--- config.mk ---
export PLATFORM = sky130hd
export DESIGN_NAME = dfa_channel
export DESIGN_NICKNAME = d
export VERILOG_FILES = /design/src/design/dfa_pkg.sv /design/src/design/dfa_fifo.sv /design/src/design/dfa_channel.sv
export SDC_FILE = /design/constraint.sdc
export NUM_CORES = 1
export LEC_CHECK = 0
export BUFFER_PORTS_ARGS = -buffer_cell sky130_fd_sc_hd__buf_2
export CORE_UTILIZATION = 45
export CTS_CLUSTER_DIAMETER = 100
export DETAILED_ROUTE_END_ITERATION = 8
export GPL_TIMING_DRIVEN = 1
export PLACE_DENSITY_LB_ADDON = 0.08
export SETUP_SLACK_MARGIN = 0.3
export SLEW_MARGIN = 20
export SYNTH_ARGS = -nofsm -noshare
export SYNTH_HDL_FRONTEND = slang
export SYNTH_SLANG_ARGS = --single-unit
--- constraint.sdc ---
create_clock -name clock -period 6.2 [get_ports clock]
set_input_delay 0.31 -clock clock [delete_from_list [all_inputs] [get_ports clock]]
set_output_delay 0.31 -clock clock [all_outputs]
set_load 0.01 [all_outputs]
--- src/design/dfa_pkg.sv ---
// Shared constants and types for the full address DMA channel
package dfa_pkg;

    localparam int ADDR_W = 24;
    localparam int DATA_W = 16;
    localparam int CNT_W = 16;
    localparam int HALF_W = 16;
    localparam int BUS_W = 32;
    localparam int RSV_W = 8;
    localparam int REG_AW = 4;
    localparam int BLK_W = 8;
    localparam int FIFO_DEPTH = 4;

    // Register word indices; byte address is four times the index
    localparam logic [REG_AW-1:0] REG_SRC_LO = 4'h0;
    localparam logic [REG_AW-1:0] REG_SRC_HI = 4'h1;
    localparam logic [REG_AW-1:0] REG_DST_LO = 4'h2;
    localparam logic [REG_AW-1:0] REG_DST_HI = 4'h3;
    localparam logic [REG_AW-1:0] REG_COUNT = 4'h4;
    localparam logic [REG_AW-1:0] REG_IO_ADDR = 4'h5;
    localparam logic [REG_AW-1:0] REG_CTRL = 4'h6;
    localparam logic [REG_AW-1:0] REG_STATUS = 4'h7;

    // Control register bit positions
    localparam int CTL_START = 0;
    localparam int CTL_SRC_DEC = 1;
    localparam int CTL_DST_DEC = 2;
    localparam int CTL_WORD = 3;
    localparam int CTL_FULL = 4;
    localparam int CTL_BLOCK = 5;
    localparam int CTL_ATS = 6;

    // Status register bit positions
    localparam int STS_BUSY = 0;
    localparam int STS_DONE = 1;

    localparam logic [ADDR_W-1:0] STEP_BYTE = 24'h000001;
    localparam logic [ADDR_W-1:0] STEP_WORD = 24'h000002;

    typedef struct packed {
        logic ack_timing_select;
        logic block_mode;
        logic full_mode;
        logic word_size;
        logic dst_dec;
        logic src_dec;
    } dfa_ctrl_t;

    localparam dfa_ctrl_t CTRL_RESET = '0;

    typedef struct packed {
        logic [ADDR_W-1:0] source_address_reg;
        logic [ADDR_W-1:0] destination_address_reg;
        logic [CNT_W-1:0] transfer_count;
        logic [ADDR_W-1:0] io_address_reg;
        dfa_ctrl_t ctrl;
        logic busy;
        logic done;
        logic [CNT_W-1:0] rd_left;
        logic [BLK_W-1:0] wr_in_blk;
        logic bus_done;
        logic [BUS_W-1:0] rdata;
        logic col_seen;
    } dfa_state_t;

endpackage : dfa_pkg

--- src/design/dfa_fifo.sv ---
// Data FIFO between the source read side and the destination write side
`timescale 1ns/100ps
module dfa_fifo
    import dfa_pkg::*;
#(
    parameter int W = DATA_W,
    parameter int DEPTH = FIFO_DEPTH
) (
    input wire logic clock,
    input wire logic resetn,
    input wire logic in_valid,
    output logic in_ready,
    input wire logic [W-1:0] in_data,
    output logic out_valid,
    input wire logic out_ready,
    output logic [W-1:0] out_data
);

    localparam int AW = (DEPTH > 1) ? $clog2(DEPTH) : 1;
    localparam logic [AW-1:0] LAST = AW'(DEPTH - 1);
    localparam logic [AW:0] FULL = (AW + 1)'(DEPTH);

    typedef struct packed {
        logic [DEPTH-1:0][W-1:0] mem;
        logic [AW-1:0] wp;
        logic [AW-1:0] rp;
        logic [AW:0] cnt;
    } dfa_fifo_state_t;

    dfa_fifo_state_t st;
    dfa_fifo_state_t next_st;
    logic push;
    logic pop;

    assign in_ready = st.cnt != FULL;
    assign out_valid = st.cnt != '0;
    assign out_data = st.mem[st.rp];
    assign push = in_valid & in_ready;
    assign pop = out_valid & out_ready;

    always_comb begin
        next_st = st;
        if (push) begin
            next_st.mem[st.wp] = in_data;
            next_st.wp = (st.wp == LAST) ? '0 : st.wp + 1'b1;
        end
        if (pop) begin
            next_st.rp = (st.rp == LAST) ? '0 : st.rp + 1'b1;
        end
        next_st.cnt = st.cnt + (AW + 1)'(push) - (AW + 1)'(pop);
        if (!resetn) begin
            next_st.wp = '0;
            next_st.rp = '0;
            next_st.cnt = '0;
        end
    end

    always_ff @(posedge clock) begin
        st <= next_st;
    end

endmodule : dfa_fifo

--- src/design/dfa_channel.sv ---
// Full address DMA channel: registers, transfer engine and DRAM acknowledge
// Behaviour
// - In DRAM burst mode the timing select bit picks acknowledge timing and burst use.
// - With timing select 1, burst is decided by address alone, not bus master.
// - With timing select 1, acknowledge goes low from the first column state.
// - Full address mode runs source and destination halves as one channel.
// - A 24-bit address register per half: source, and destination.
// - Each address is two 16-bit halves; upper 8 bits read zero, ignore writes.
// - Address steps up or down after every byte or word transfer.
// - Address registers keep their contents through reset and standby.
// - Full address mode ignores the I/O address register.
// - A 16-bit count register sets transfers; meaning differs in block mode.
// - Count register keeps its contents through reset and standby.
//
// The placing of the registers and register access over Avalon-MM were left to the implementer.
`timescale 1ns/100ps
module dfa_channel
    import dfa_pkg::*;
#(
    parameter int DEPTH = FIFO_DEPTH
) (
    input wire logic clock,
    input wire logic resetn,
    input wire logic [REG_AW-1:0] avs_address,
    input wire logic avs_read,
    input wire logic avs_write,
    input wire logic [BUS_W-1:0] avs_writedata,
    input wire logic [3:0] avs_byteenable,
    output logic [BUS_W-1:0] avs_readdata,
    output logic avs_waitrequest,
    output logic rd_req,
    output logic [ADDR_W-1:0] rd_addr,
    input wire logic rd_ack,
    input wire logic [DATA_W-1:0] rd_data,
    output logic wr_req,
    output logic [ADDR_W-1:0] wr_addr,
    output logic [DATA_W-1:0] wr_data,
    input wire logic wr_ack,
    output logic xfer_word,
    input wire logic dram_burst_mode,
    input wire logic dram_addr_hit,
    input wire logic dram_access,
    input wire logic first_column_state,
    input wire logic master_is_dma,
    output logic burst_allow,
    output logic dma_acknowledge_n,
    output logic busy
);

    dfa_state_t st;
    dfa_state_t next_st;
    logic rd_fire;
    logic wr_fire;
    logic fifo_in_ready;
    logic fifo_out_valid;
    logic cnt_zero;
    logic ack_active;
    logic wr_take;
    logic [ADDR_W-1:0] step;

    function automatic logic [HALF_W-1:0] merge16(
        input logic [HALF_W-1:0] old,
        input logic [HALF_W-1:0] wd,
        input logic [1:0] be
    );
        logic [HALF_W-1:0] r;
        r = old;
        if (be[0]) begin
            r[7:0] = wd[7:0];
        end
        if (be[1]) begin
            r[15:8] = wd[15:8];
        end
        return r;
    endfunction : merge16

    function automatic logic [ADDR_W-1:0] advance(
        input logic [ADDR_W-1:0] a,
        input logic dec,
        input logic [ADDR_W-1:0] s
    );
        return dec ? a - s : a + s;
    endfunction : advance

    dfa_fifo #(
        .W(DATA_W),
        .DEPTH(DEPTH)
    ) u_fifo (
        .clock(clock),
        .resetn(resetn),
        .in_valid(rd_fire),
        .in_ready(fifo_in_ready),
        .in_data(rd_data),
        .out_valid(fifo_out_valid),
        .out_ready(wr_ack & wr_req),
        .out_data(wr_data)
    );

    // Bus slave answers one cycle after the request is seen
    assign avs_waitrequest = (avs_read | avs_write) & ~st.bus_done;
    assign avs_readdata = st.rdata;
    assign wr_take = avs_write & st.bus_done;
    assign busy = st.busy;
    assign xfer_word = st.ctrl.word_size;
    assign step = st.ctrl.word_size ? STEP_WORD : STEP_BYTE;

    assign rd_req = st.busy & (st.rd_left != '0) & fifo_in_ready;
    assign rd_addr = st.source_address_reg;
    assign rd_fire = rd_req & rd_ack;
    assign wr_req = st.busy & fifo_out_valid;
    // Outside full address mode the destination is the fixed I/O address
    assign wr_addr = st.ctrl.full_mode ? st.destination_address_reg : st.io_address_reg;
    assign wr_fire = wr_req & wr_ack;
    assign cnt_zero = st.ctrl.block_mode ? (st.transfer_count[15:8] == '0)
                                         : (st.transfer_count == '0);

    // DRAM side: burst decision and acknowledge timing
    assign burst_allow = dram_burst_mode & dram_addr_hit
                       & (st.ctrl.ack_timing_select | ~master_is_dma);
    assign ack_active = st.ctrl.ack_timing_select ? (st.col_seen | first_column_state) : 1'b1;
    assign dma_acknowledge_n = ~(dram_access & master_is_dma & ack_active);

    always_comb begin
        next_st = st;
        next_st.bus_done = (avs_read | avs_write) & ~st.bus_done;
        next_st.col_seen = dram_access & (st.col_seen | first_column_state);
        if ((avs_read | avs_write) & ~st.bus_done) begin
            case (avs_address)
                REG_SRC_LO: next_st.rdata = {16'h0000, st.source_address_reg[15:0]};
                REG_SRC_HI: next_st.rdata = {24'h000000, st.source_address_reg[23:16]};
                REG_DST_LO: next_st.rdata = {16'h0000, st.destination_address_reg[15:0]};
                REG_DST_HI: next_st.rdata = {24'h000000, st.destination_address_reg[23:16]};
                REG_COUNT: next_st.rdata = {16'h0000, st.transfer_count};
                REG_IO_ADDR: next_st.rdata = {8'h00, st.io_address_reg};
                REG_CTRL: next_st.rdata = BUS_W'({st.ctrl, 1'b0});
                REG_STATUS: next_st.rdata = BUS_W'({st.done, st.busy});
                default: next_st.rdata = '0;
            endcase
        end
        // Configuration writes are ignored while a transfer runs
        if (wr_take & ~st.busy) begin
            case (avs_address)
                REG_SRC_LO: begin
                    next_st.source_address_reg[15:0] = merge16(st.source_address_reg[15:0],
                        avs_writedata[15:0], avs_byteenable[1:0]);
                end
                REG_SRC_HI: begin
                    if (avs_byteenable[0]) begin
                        next_st.source_address_reg[23:16] = avs_writedata[7:0];
                    end
                end
                REG_DST_LO: begin
                    next_st.destination_address_reg[15:0] = merge16(
                        st.destination_address_reg[15:0], avs_writedata[15:0],
                        avs_byteenable[1:0]);
                end
                REG_DST_HI: begin
                    if (avs_byteenable[0]) begin
                        next_st.destination_address_reg[23:16] = avs_writedata[7:0];
                    end
                end
                REG_COUNT: begin
                    next_st.transfer_count = merge16(st.transfer_count,
                        avs_writedata[15:0], avs_byteenable[1:0]);
                end
                REG_IO_ADDR: begin
                    next_st.io_address_reg[15:0] = merge16(st.io_address_reg[15:0],
                        avs_writedata[15:0], avs_byteenable[1:0]);
                    if (avs_byteenable[2]) begin
                        next_st.io_address_reg[23:16] = avs_writedata[23:16];
                    end
                end
                REG_CTRL: begin
                    if (avs_byteenable[0]) begin
                        next_st.ctrl = avs_writedata[CTL_ATS:CTL_SRC_DEC];
                        if (avs_writedata[CTL_START]) begin
                            next_st.busy = 1'b1;
                            next_st.wr_in_blk = '0;
                            next_st.rd_left = avs_writedata[CTL_BLOCK]
                                ? st.transfer_count[15:8] * st.transfer_count[7:0]
                                : st.transfer_count;
                        end
                    end
                end
                default: begin
                end
            endcase
        end
        if (wr_take & (avs_address == REG_STATUS) & avs_byteenable[0]
            & avs_writedata[STS_DONE]) begin
            next_st.done = 1'b0;
        end
        if (rd_fire) begin
            next_st.rd_left = st.rd_left - 1'b1;
            next_st.source_address_reg = advance(st.source_address_reg,
                st.ctrl.src_dec, step);
        end
        if (wr_fire) begin
            if (st.ctrl.full_mode) begin
                next_st.destination_address_reg = advance(st.destination_address_reg,
                    st.ctrl.dst_dec, step);
            end
            if (st.ctrl.block_mode) begin
                if (st.wr_in_blk + 1'b1 == st.transfer_count[7:0]) begin
                    next_st.wr_in_blk = '0;
                    next_st.transfer_count[15:8] = st.transfer_count[15:8] - 1'b1;
                end else begin
                    next_st.wr_in_blk = st.wr_in_blk + 1'b1;
                end
            end else begin
                next_st.transfer_count = st.transfer_count - 1'b1;
            end
        end
        // Completion sets done and wins over a clear in the same cycle
        if (st.busy & cnt_zero & (st.rd_left == '0) & ~fifo_out_valid) begin
            next_st.busy = 1'b0;
            next_st.done = 1'b1;
        end
        // Address, count and I/O address registers are left untouched by reset
        if (!resetn) begin
            next_st.ctrl = CTRL_RESET;
            next_st.busy = 1'b0;
            next_st.done = 1'b0;
            next_st.rd_left = '0;
            next_st.wr_in_blk = '0;
            next_st.bus_done = 1'b0;
            next_st.rdata = '0;
            next_st.col_seen = 1'b0;
        end
    end

    always_ff @(posedge clock) begin
        st <= next_st;
    end
endmodule : dfa_channel

Word level (Yosys, flattened, before mapping)

Index checks and enable logic that the tools add are counted.
W data, S select, Z words.

$add $sub $neg: 12
Multipliers: 1
Order comparisons: 3
Equal/unequal tests: 11
Mux-type cells: 51
Bitwise logic cells: 30
Reduce and logical (&&, ||, !) cells: 25

Operators with widths:

| kind                    | count |
|---|---|
| $mux W24                | 10 |
| $pmux W24 S8            | 1 |
| $mux W8                 | 18 |
| $mux W16                | 7 |
| $mux W95                | 1 |
| $bwmux W64              | 1 |
| $add A24 B2 Y24         | 2 |
| $sub A24 B2 Y24         | 2 |
| $mux W40                | 1 |
| $bmux W16 S2            | 1 |
| $demux W16 S2           | 1 |
| $logic_not A16 Y1       | 2 |
| $sub A16 B1 Y16 const B | 2 |
| $and A1 B1 Y1           | 21 |
| $reduce_and A3 Y1       | 7 |
| $eq A4 B3 Y1 const B    | 4 |
| $mul A8 B8 Y16          | 1 |
| $reduce_bool A16 Y1     | 1 |
| $reduce_bool A2 Y1      | 8 |
| $mux W7                 | 2 |
| $add A8 B1 Y8 const B   | 1 |
| $eq A4 B2 Y1 const B    | 2 |
| $eq A8 B8 Y1            | 1 |
| $logic_not A8 Y1        | 1 |
| other kinds (18)        | 35 |

Register bits: 225
Output and inout port bits: 103

Depth between registers and ports, before layout

Gate-level depths: netlist (run 1).

Depth in word-level cells: 8
Depth in mapped cells: 19
Depth with buffers taken out: 17

Hierarchy

Synthesis (run 1) repeated with hierarchy kept, for this count alone.

Cell total of the unflattened synthesis: 1,568
Area, all modules: 14,904.3 sq um

By module, submodules not included:

| module      | instances | cells each | area an instance (sq um) | seq. area each (sq um) |
|---|---|---|---|---|
| dfa_channel | 1         | 1,433      | 12,145.4                 | 3,403.3 |
| dfa_fifo    | 1         | 135        | 2,758.9                  | 2,062.0 |

Least setup slack after synthesis (run 1)

Ideal clock, no wire load.

Path kind: reg-to-reg
Start: register st[95] (netlist name)
End: register st[56] (netlist name)
Library setup time: 74 ps
Data arrival time: 5,056 ps
Setup slack: 1,070 ps
Cell stages (with the launch flop): 19
Cell sequence: dfxtp_1 -> clkbuf_1 -> clkbuf_1 -> nand2_1 -> fa_1 -> fa_1 -> inv_1 -> fa_1 -> inv_1 -> fa_1 -> inv_1 -> ha_1 -> o21ai_0 -> nand2b_1 -> a31o_2 -> a211oi_1 -> nor2_1 -> or4b_2 -> a31oi_1

Longest elaborated chain between the ends: 7

RTL lines:

| item                     | RTL line           | text |
|---|---|---|
| start: declaration       | dfa_channel.sv:50  | `dfa_state_t st;` |
| start signal: assignment | dfa_channel.sv:233 | `st <= next_st;` |
| $mul A8 B8 Y16           | dfa_channel.sv:180 | `? st.transfer_count[15:8] * st.transfer_count[7:0]` |
| $mux W16                 | dfa_channel.sv:180 |  |
| $mux W24                 | dfa_channel.sv:176 | `if (avs_writedata[CTL_START]) begin` |
| $mux W24                 | dfa_channel.sv:174 | `if (avs_byteenable[0]) begin` |
| $mux W24                 | dfa_channel.sv:142 | `case (avs_address)` |
| $mux W24                 | dfa_channel.sv:141 | `if (wr_take & ~st.busy) begin` |
| $mux W16                 | dfa_channel.sv:193 | `if (rd_fire) begin` |

No other way between the ends. The select of a mux whose other input is x is not followed.
A chain may end at the register's enable or synchronous reset.

Worst setup path in the final report (run 1)

Start: register st[96] (netlist name)
End: register st[56] (netlist name)

Same word-level chain as after synthesis.

==> results of run 1 <==
-- worst reg2reg max path: stages (launching register included) --
cell and delay [ps]:
dfxtp_1 780, nand2_1 170, fa_1 530, fa_1 550, inv_1 60, fa_1 530
inv_1 50, fa_1 520, inv_1 40, ha_1 340, o21ai_0 180, nand2b_1 70
a31o_2 270, a211oi_1 410, nor2_1 110, or4b_2 640, a31oi_1 170
-- worst paths after layout --
check	start	to	slack, ps	depth (start not counted)
hold / removal	avs_writedata[8]	st[74]$_DFFE_PP_	70	1
hold reg to reg	st[58]$_SDFFE_PN0P_	st[58]$_SDFFE_PN0P_	480	2
setup reg to reg	st[96]$_DFF_P_	st[56]$_SDFFE_PN0P_	690	16
setup / recovery	st[96]$_DFF_P_	st[56]$_SDFFE_PN0P_	690	16
-- layer usage --
metal  global-route usage  vias to the layer above
li1                     -                     5908
met1                0.337                     6059
met2                0.461                      356
met3               0.0378                       74
met4               0.0919                        0
met5                    0                        -
-- flip-flops by register name, indices dropped and copies added (netlist names) --
| name | flops |
|---|---|
| xfer_word | 1 |
| avs_readdata | 24 |
| u_fifo.st | 71 |
| busy | 1 |
| rd_addr | 24 |
| st | 96 |
-- where the power goes --
group / internal [W] / total (W) / switching (W)
sequential: 0.00155 / 0.00163 / 0.0000854
clock: 0.000897 / 0.00152 / 0.000626
combinational: 0.000201 / 0.000498 / 0.000297
-- cells by family after synthesis --
kind of cell / after synthesis
flip-flops: 217
XOR/XNOR: 71
other: 1
multiplexers: 85
buffers and inverters: 235
AND/OR/NAND/NOR: 447
AO/OA/AOI/OAI: 414
adder cells (fa/ha/maj): 132
-- per-stage QoR --
step           utilization  hold slack [ps]
3_3_place_gp         0.483              449
6_report             0.516             67.8
5_1_grt              0.516             51.4
3_5_place_dp         0.483              464
4_1_cts              0.516             47.0
2_1_floorplan            -              409
-- cell type report --
type | count | area [um^2]
inverter | 91 | 344
sequential | 217 | 5470
fill | 3183 | 15800
clock inverter | 11 | 124
multi-input combinational | 1157 | 8510
timing repair buffer | 198 | 1170
tap | 442 | 553
clock buffer | 37 | 722
-- cell usage in the layout (no fill, tap or decap), types with 8 or more instances in the layout --
cell type,netlist,layout
nor3_1,30,29
ha_1,93,93
o211ai_1,9,9
inv_1,87,87
mux2i_1,36,36
o21ai_0,115,115
and3_1,17,17
nand2b_1,10,10
or3_1,11,11
mux2_2,32,32
xnor2_1,44,44
fa_1,39,39
clkbuf_1,75,8
a22oi_1,27,27
and2_1,55,55
dfxtp_1,105,105
clkbuf_16,0,26
conb_1,1,8
a21o_1,24,24
a21oi_1,100,100
mux4_2,17,17
xor2_1,27,27
nor2_1,104,104
buf_4,56,20
a31oi_1,27,27
buf_2,4,152
nor2b_1,10,10
nand3_1,38,38
nand2_1,141,141
a211oi_1,19,19
dlygate4sd3_1,0,26
edfxtp_1,112,112
a221oi_1,14,14
==> impl_metrics.ini, run 1 <==
[outcome]
status = finished clean

[clocking]
clock_path_buffers = 3
cts.htree.levels = 1
postCtsSetupBuffers = 0
clk_pin_slew_ps = 60
clock_latency_ps = 540
post_cts_resized = 0
postCtsHoldBufs = 26
cts.sink_count = 217
numCtsBuffers = 26
cts_tree = yes
cts_root_buf = clkbuf_16

[power_and_ir_drop]
p_leak_nw = 7.07
p_per_area_nw_per_um2 = 216
finalPower_w = 0.00365
ir_drop_mv = 0.193

[routing]
wl_per_cell_um = 20.9
met1_length_um = 19000
dr.first_iter.drc_count = 952
wl_met2_um = 22200
dr.pass1.iters = 7
wl_met3_um = 2420
top_layer = met4
antenna_left = 0
vias_per_cell = 5.76
drt-total-wl_um = 45100
post-route-drc-count = 0
vias = 12400

[yosys]
yosysUniqueCellTypes = 77
yosysTopAreaCell = edfxtp_1
synth_edf_count = 112
yosysTopAreaCellShare = 0.223
synth.area.mux_share = 0.0733
synth_top_family_by_area = compound AO/OA/AOI/OAI gates
synthAdderAreaFrac = 0.129
yosys.area_share.xor_xnor = 0.0413
syn_area_um2 = 15100
yosysMostFrequentCell = nand2_1
ys_ff_latch = 217
yosys.area_share.simple = 0.142
synth_flop_cell = edfxtp_1
ys_seq_area_frac = 0.363
async_flop_share = 0
synth_area_per_cell_um2 = 9.39
synth.area.top_cells = edfxtp_1, dfxtp_1, ha_1, fa_1, o21ai_0
netlist_instances = 1602
synth-compound-area-share = 0.176
synth_warnings = 0
ys_top_cells_by_count = nand2_1, o21ai_0, edfxtp_1

[sta]
drv_slew = 0
slew_headroom = 0.267
fin_tns_setup_ps = 0
rsz0062_at_grt = no
final-hold-violation-count = 0
setup_slack_ps = 691
worst_pin_slew_ps = 1090
setup_viol = 0
layout_min_cycle_time_ps = 5510
fin_skew_ps = 10.8
fmax_mhz = 182
finalCritPeriodShare = 0.889

[global_route]
grt_pass1_wl_um = 69400
antenna_found_initial = 0
grt-ovfl-total = 0
grt_max_degree = 47
grt_usage = 0.266
grt_pass1_vias = 12100

[job]
drv_cap = 0

[final_layout]
syn2layout_area_growth_pct = 12.2
drive_gt1_frac = 0.163
diodes = 0
stdcell_count = 2153
design_area_um2 = 16900
nNetsFinal = 1890

[place]
place_ws_ps = 768
place_inst = 2079
dpl-instance-area_um2 = 15800
gp_congestion = 0.894
port_buffers = 152
hpwl_um = 32400

[die]
die_h_um = 185
start_util = 0.460
dieArea_um2 = 34200
die_x_um = 185
core_area_um2 = 32700
pin_count = 170
rows = 66

[worst_setup_path]
critPathMaxFanout = 15
crit_path_top_delay_cell = dfxtp_1
cpMostUsedCell = fa_1
path_class = flip-flop to flip-flop
crit_arrival_ps = 5970
crit_required_ps = 6670
critical_path_buf_inv_count = 3
start_kind = flip-flop
slowest_delay_ps = 780
cp-end-kind = flip-flop
path_cells = nand2_1 > fa_1 > fa_1 > inv_1 > fa_1 > inv_1 > fa_1 > inv_1 > ha_1 > o21ai_0 > nand2b_1 > a31o_2 > a211oi_1 > nor2_1 > or4b_2 > a31oi_1
crit_family = adder cells

[min_path]
hold_path_class = primary input to flip-flop
No activity file was read; power rests on OpenSTA's default activity.
==> run 2, diff against run 1 <==
==> constraint.sdc (replaced) <==
create_clock -name clock -period 6.2 [get_ports clock]
set_input_delay 1.55 -clock clock [delete_from_list [all_inputs] [get_ports clock]]
set_output_delay 1.55 -clock clock [all_outputs]
set_load 0.01 [all_outputs]
==> run 2 against run 1 <==
Non-clock buffer count shrank 22. Largest cell class unchanged. Die area unchanged. Final cell count fell by 1.0%. Flip-flop and latch count did not move. Clock-buffer cell count shrank 5. Highest routed layer unchanged. Fmax up 0.39%.
==> impl_metrics.ini, run 2 (synthesis gave the netlist of run 1 again) <==
[clocking]
postCtsHoldBufs = 0
numCtsBuffers = 26
cts.htree.levels = 1
cts.sink_count = 217
postCtsSetupBuffers = 0
clk_pin_slew_ps = 60
post_cts_resized = 0
cts_root_buf = clkbuf_16
cts_tree = yes
clock_latency_ps = 540
clock_path_buffers = 3

[final_layout]
diodes = 0
multi_input_area_um2 = 8510
reg_top3 = st: 96 flops, u_fifo.st: 71 flops
nNetsFinal = 1868
stdcell_count = 2131
final_cell_mix = buf_2, nand2_1, o21ai_0
top_register = st
layout_commonest_cell = buf_2
nFillCells = 3167
syn2layout_area_growth_pct = 10.7
largest_reg_flops = 96
drive_gt1_frac = 0.164
fin_util = 0.510
seqCellArea_um2 = 5470

[global_route]
use_met2 = 0.458
top_usage_layer = met2
grt_max_degree = 47
grt_pass1_wl_um = 67700
grt_pass1_vias = 12100
grt_usage = 0.260
grt-ovfl-total = 0
antenna_found_initial = 0
met1_usage = 0.325
use_met3 = 0.0350

[sta]
fmax_mhz = 182
worst_pin_slew_ps = 1060
slew_headroom = 0.286
layout_min_cycle_time_ps = 5490
drv_slew = 0
setup_slack_ps = 713
final-hold-violation-count = 0
fin_tns_setup_ps = 0
finalCritPeriodShare = 0.885
rsz0062_at_grt = no
hold_ws_ps = 467
setup_viol = 0
fin_skew_ps = 24.9

[routing]
drt-total-wl_um = 44500
vias_per_cell = 5.77
dr.pass1.iters = 6
post-route-drc-count = 0
dr.first_iter.drc_count = 870
vias = 12300
antenna_left = 0
wl_per_cell_um = 20.9

[place]
place_ws_ps = 733
place_inst = 2083
port_buffers = 152
hpwl_um = 32600
gp_congestion = 0.896

[die]
pin_count = 170
die_x_um = 185
dieArea_um2 = 34200
die_h_um = 185
core_area_um2 = 32700
start_util = 0.460
rows = 66

[power_and_ir_drop]
p_per_area_nw_per_um2 = 220
p_leak_nw = 6.99
ir_drop_mv = 0.199

[worst_setup_path]
critical_path_buf_inv_count = 3
path_cells = nand2_1 > fa_1 > fa_1 > inv_1 > fa_1 > inv_1 > fa_1 > inv_1 > ha_1 > o21ai_0 > nand2b_1 > a31o_2 > a211oi_1 > nor2_1 > or4b_2 > a31oi_1
start_kind = flip-flop
path_class = flip-flop to flip-flop
cpMostUsedCell = fa_1
crit_family = adder cells
slowest_delay_ps = 760
crit_arrival_ps = 5950
critPathMaxFanout = 15
crit_path_top_delay_cell = dfxtp_1
crit_required_ps = 6660
cp-end-kind = flip-flop
ff2ff_setup_slack_ps = 710

[job]
drv_cap = 0

[min_path]
hold_path_class = flip-flop to flip-flop

[outcome]
status = finished clean
## run 2: cell count changes in the layout (fill, tap and decap cells not counted)
cell / previous run / this run
clkbuf_8: 3 / 0
bufinv_16: 2 / 4
clkinv_2: 4 / 1
buf_4: 20 / 24
clkinv_4: 0 / 1
clkbuf_1: 8 / 6
clkinvlp_4: 2 / 0
clkinv_1: 3 / 11
dlygate4sd3_1: 26 / 0
inv_6: 1 / 0
## run 2: path summary, 6_finish.rpt
check / depth (start not counted) / to / from
min reg2reg: 2 / st[0]$_SDFF_PN0_ / st[0]$_SDFF_PN0_
max reg2reg: 16 / st[56]$_SDFFE_PN0P_ / st[96]$_DFF_P_
min: 2 / st[0]$_SDFF_PN0_ / st[0]$_SDFF_PN0_
max: 16 / st[56]$_SDFFE_PN0P_ / st[96]$_DFF_P_
## run 2: worst min-delay path: stages, from the launching register on
cell,delay (ps)
dfxtp_1,310
nor2_1,50
nor2_1,80
## run 2: metal layers
layer  part of all wire  up-vias  wire length (um)
li1                   -     5883                 -
met3              0.050       85              2220
met4              0.033        0              1450
met5                  0        -                 0
met1               0.42     5978             18900
met2               0.49      344             21900
## run 2: where the power goes
group / internal [W] / switching (W) / leakage, nW
Sequential: 0.00155 / 0.0000740 / 1.89
Combinational: 0.000195 / 0.000305 / 4.68
Clock: 0.000934 / 0.000611 / 0.413
Total: 0.00268 / 0.000989 / 6.99
## run 2: cell type report
cell class | count | area share
multi-input cells | 1157 | 0.510
flip-flops and latches | 217 | 0.328
repair buffers | 176 | 0.0564
clock buffers | 32 | 0.0404
well taps | 442 | 0.0332
inverters | 91 | 0.0206
clock inverters | 16 | 0.0110
## run 2: per-stage QoR
stage               power, W  cell area [um^2]
floorplan            0.00197             15100
global placement     0.00214             15800
detailed placement   0.00215             15800
CTS                  0.00369             16700
global route         0.00381             16700
finish               0.00367             16700
==> run 3, diff against run 2 <==
CELL_PAD_IN_SITES_DETAIL_PLACEMENT = 0   (was default)
CELL_PAD_IN_SITES_GLOBAL_PLACEMENT = 1   (was default)
PLACE_DENSITY_LB_ADDON = 0.1   (was 0.08)
==> run 3 against run 2 <==
Sequential power is essentially flat. Critical path depth did not move. Register-to-register slack barely moved. Clock-buffer cell count shrank 3. Power barely moved. Setup slack gained 13 ps. Hold slack hardly changed. Fmax is 0.23% higher. Global-route usage is 0.67 points higher. Combinational power grew 3%. Final area up 0.17%. Routed wire length grew 1.8%.
==> impl_metrics.ini, run 3 (synthesis gave the netlist of run 1 again) <==
[outcome]
status = finished clean

[sta]
fin_tns_setup_ps = 0
rsz0062_at_grt = no
worst_pin_slew_ps = 1030
final-hold-violation-count = 0
slew_headroom = 0.314
setup_viol = 0
finalCritPeriodShare = 0.883
fmax_mhz = 183
fin_skew_ps = 8.80
drv_slew = 0
layout_min_cycle_time_ps = 5470

[die]
die_x_um = 185
pin_count = 170
core_area_um2 = 32700
die_h_um = 185
start_util = 0.460
rows = 66
dieArea_um2 = 34200

[clocking]
cts_root_buf = clkbuf_16
clk_pin_slew_ps = 60
cts_tree = yes
numCtsBuffers = 25
cts.sink_count = 217
clock_latency_ps = 540
postCtsHoldBufs = 0
postCtsSetupBuffers = 0
post_cts_resized = 0
cts.htree.levels = 1
clock_path_buffers = 3

[final_layout]
multi_input_area_um2 = 8520
layout_commonest_cell = buf_2
top_register = st
drive_gt1_frac = 0.167
syn2layout_area_growth_pct = 10.9
nNetsFinal = 1870
nFillCells = 3087
final_cell_mix = buf_2, nand2_1, o21ai_0
largest_reg_flops = 96
seqCellArea_um2 = 5470
reg_top3 = st: 96 flops, u_fifo.st: 71 flops

[power_and_ir_drop]
finalPower_w = 0.00367
ir_drop_mv = 0.179
p_leak_nw = 7.01
p_per_area_nw_per_um2 = 220
p_comb_frac = 0.140
seqPwrFrac = 0.440
p_sw_frac = 0.271
p_sw_w = 0.000993
internal_power_w = 0.00268
pwr-share-clk = 0.420

[worst_setup_path]
start_kind = flip-flop
cp-end-kind = flip-flop
critPathMaxFanout = 15
crit_required_ps = 6670
crit_arrival_ps = 5940
path_class = flip-flop to flip-flop

[routing]
post-route-drc-count = 0
antenna_left = 0
vias = 12300
dr.pass1.iters = 5
drt-total-wl_um = 45300
vias_per_cell = 5.75
wl_per_cell_um = 21.2
dr.first_iter.drc_count = 888

[global_route]
grt_pass1_vias = 11900
grt_usage = 0.267
grt_max_degree = 47
antenna_found_initial = 1
grt-ovfl-total = 0
grt_pass1_wl_um = 69400

[job]
drv_cap = 0

[place]
port_buffers = 152
gp_congestion = 0.870
hpwl_um = 32900

[min_path]
hold_path_class = flip-flop to flip-flop
[run 3: cell types whose count changed in the layout (fill, tap and decap cells not counted), sizes merged]
cell,change
clkbuf,-3
diode,+1
inv,+1
buf,+3
[run 3: worst paths after layout]
kind                                  startpoint                   to  slack (ps)  cells past startpoint
worst min-delay path            st[0]$_SDFF_PN0_     st[0]$_SDFF_PN0_         470                      2
worst min register to register  st[0]$_SDFF_PN0_     st[0]$_SDFF_PN0_         470                      2
worst max-delay path             st[100]$_DFF_P_  st[56]$_SDFFE_PN0P_         730                     16
worst max register to register   st[100]$_DFF_P_  st[56]$_SDFFE_PN0P_         730                     16
[run 3: worst max-delay path, stage by stage (launching register included)]
cell and delay, ps:
dfxtp_1 730, nand2_1 140, fa_1 500, fa_1 550, inv_1 60, fa_1 520
inv_1 50, fa_1 530, inv_1 50, ha_1 350, o21ai_0 200, nand2b_1 80
a31o_2 270, a211oi_1 430, nor2_1 120, or4b_2 650, a31oi_1 180
[run 3: area by class of cell]
type	count	share of cell area
Inverter	91	0.0206
Clock buffer	29	0.0396
Sequential cell	217	0.327
Timing Repair Buffer	179	0.0577
Clock inverter	17	0.0114
Antenna cell	1	0.000150
Tap cell	442	0.0331
Multi-Input combinational cell	1157	0.510
[run 3: metal layers]
layer	global-route usage	vias up	routed length (um)
met5	0	-	11
met3	0.0381	93	2520
met1	0.349	5905	19800
li1	-	5869	-
met2	0.443	398	21200
met4	0.106	2	1760
[run 3: power by group through the flow]
| stage | logic [W] | registers, W | clock network, W |
|---|---|---|---|
| 2_1_floorplan | 0.000374 | 0.00160 | 0 |
| 3_3_place_gp | 0.000503 | 0.00164 | 0 |
| 3_5_place_dp | 0.000507 | 0.00164 | 0 |
| 4_1_cts | 0.000510 | 0.00161 | 0.00157 |
| 5_1_grt | 0.000569 | 0.00162 | 0.00162 |
| 6_report | 0.000514 | 0.00161 | 0.00154 |
[run 3: metrics by stage]
step,cell area (um^2),hold slack (ps),instances,setup WS (ps),utilization
floorplan,15100,436,1609,1070,-
global placement,15800,450,2086,818,0.484
detailed placement,15800,461,2086,775,0.484
CTS,16700,475,2132,711,0.511
global route,16700,497,2132,360,0.511
finish,16700,467,2133,725,0.511
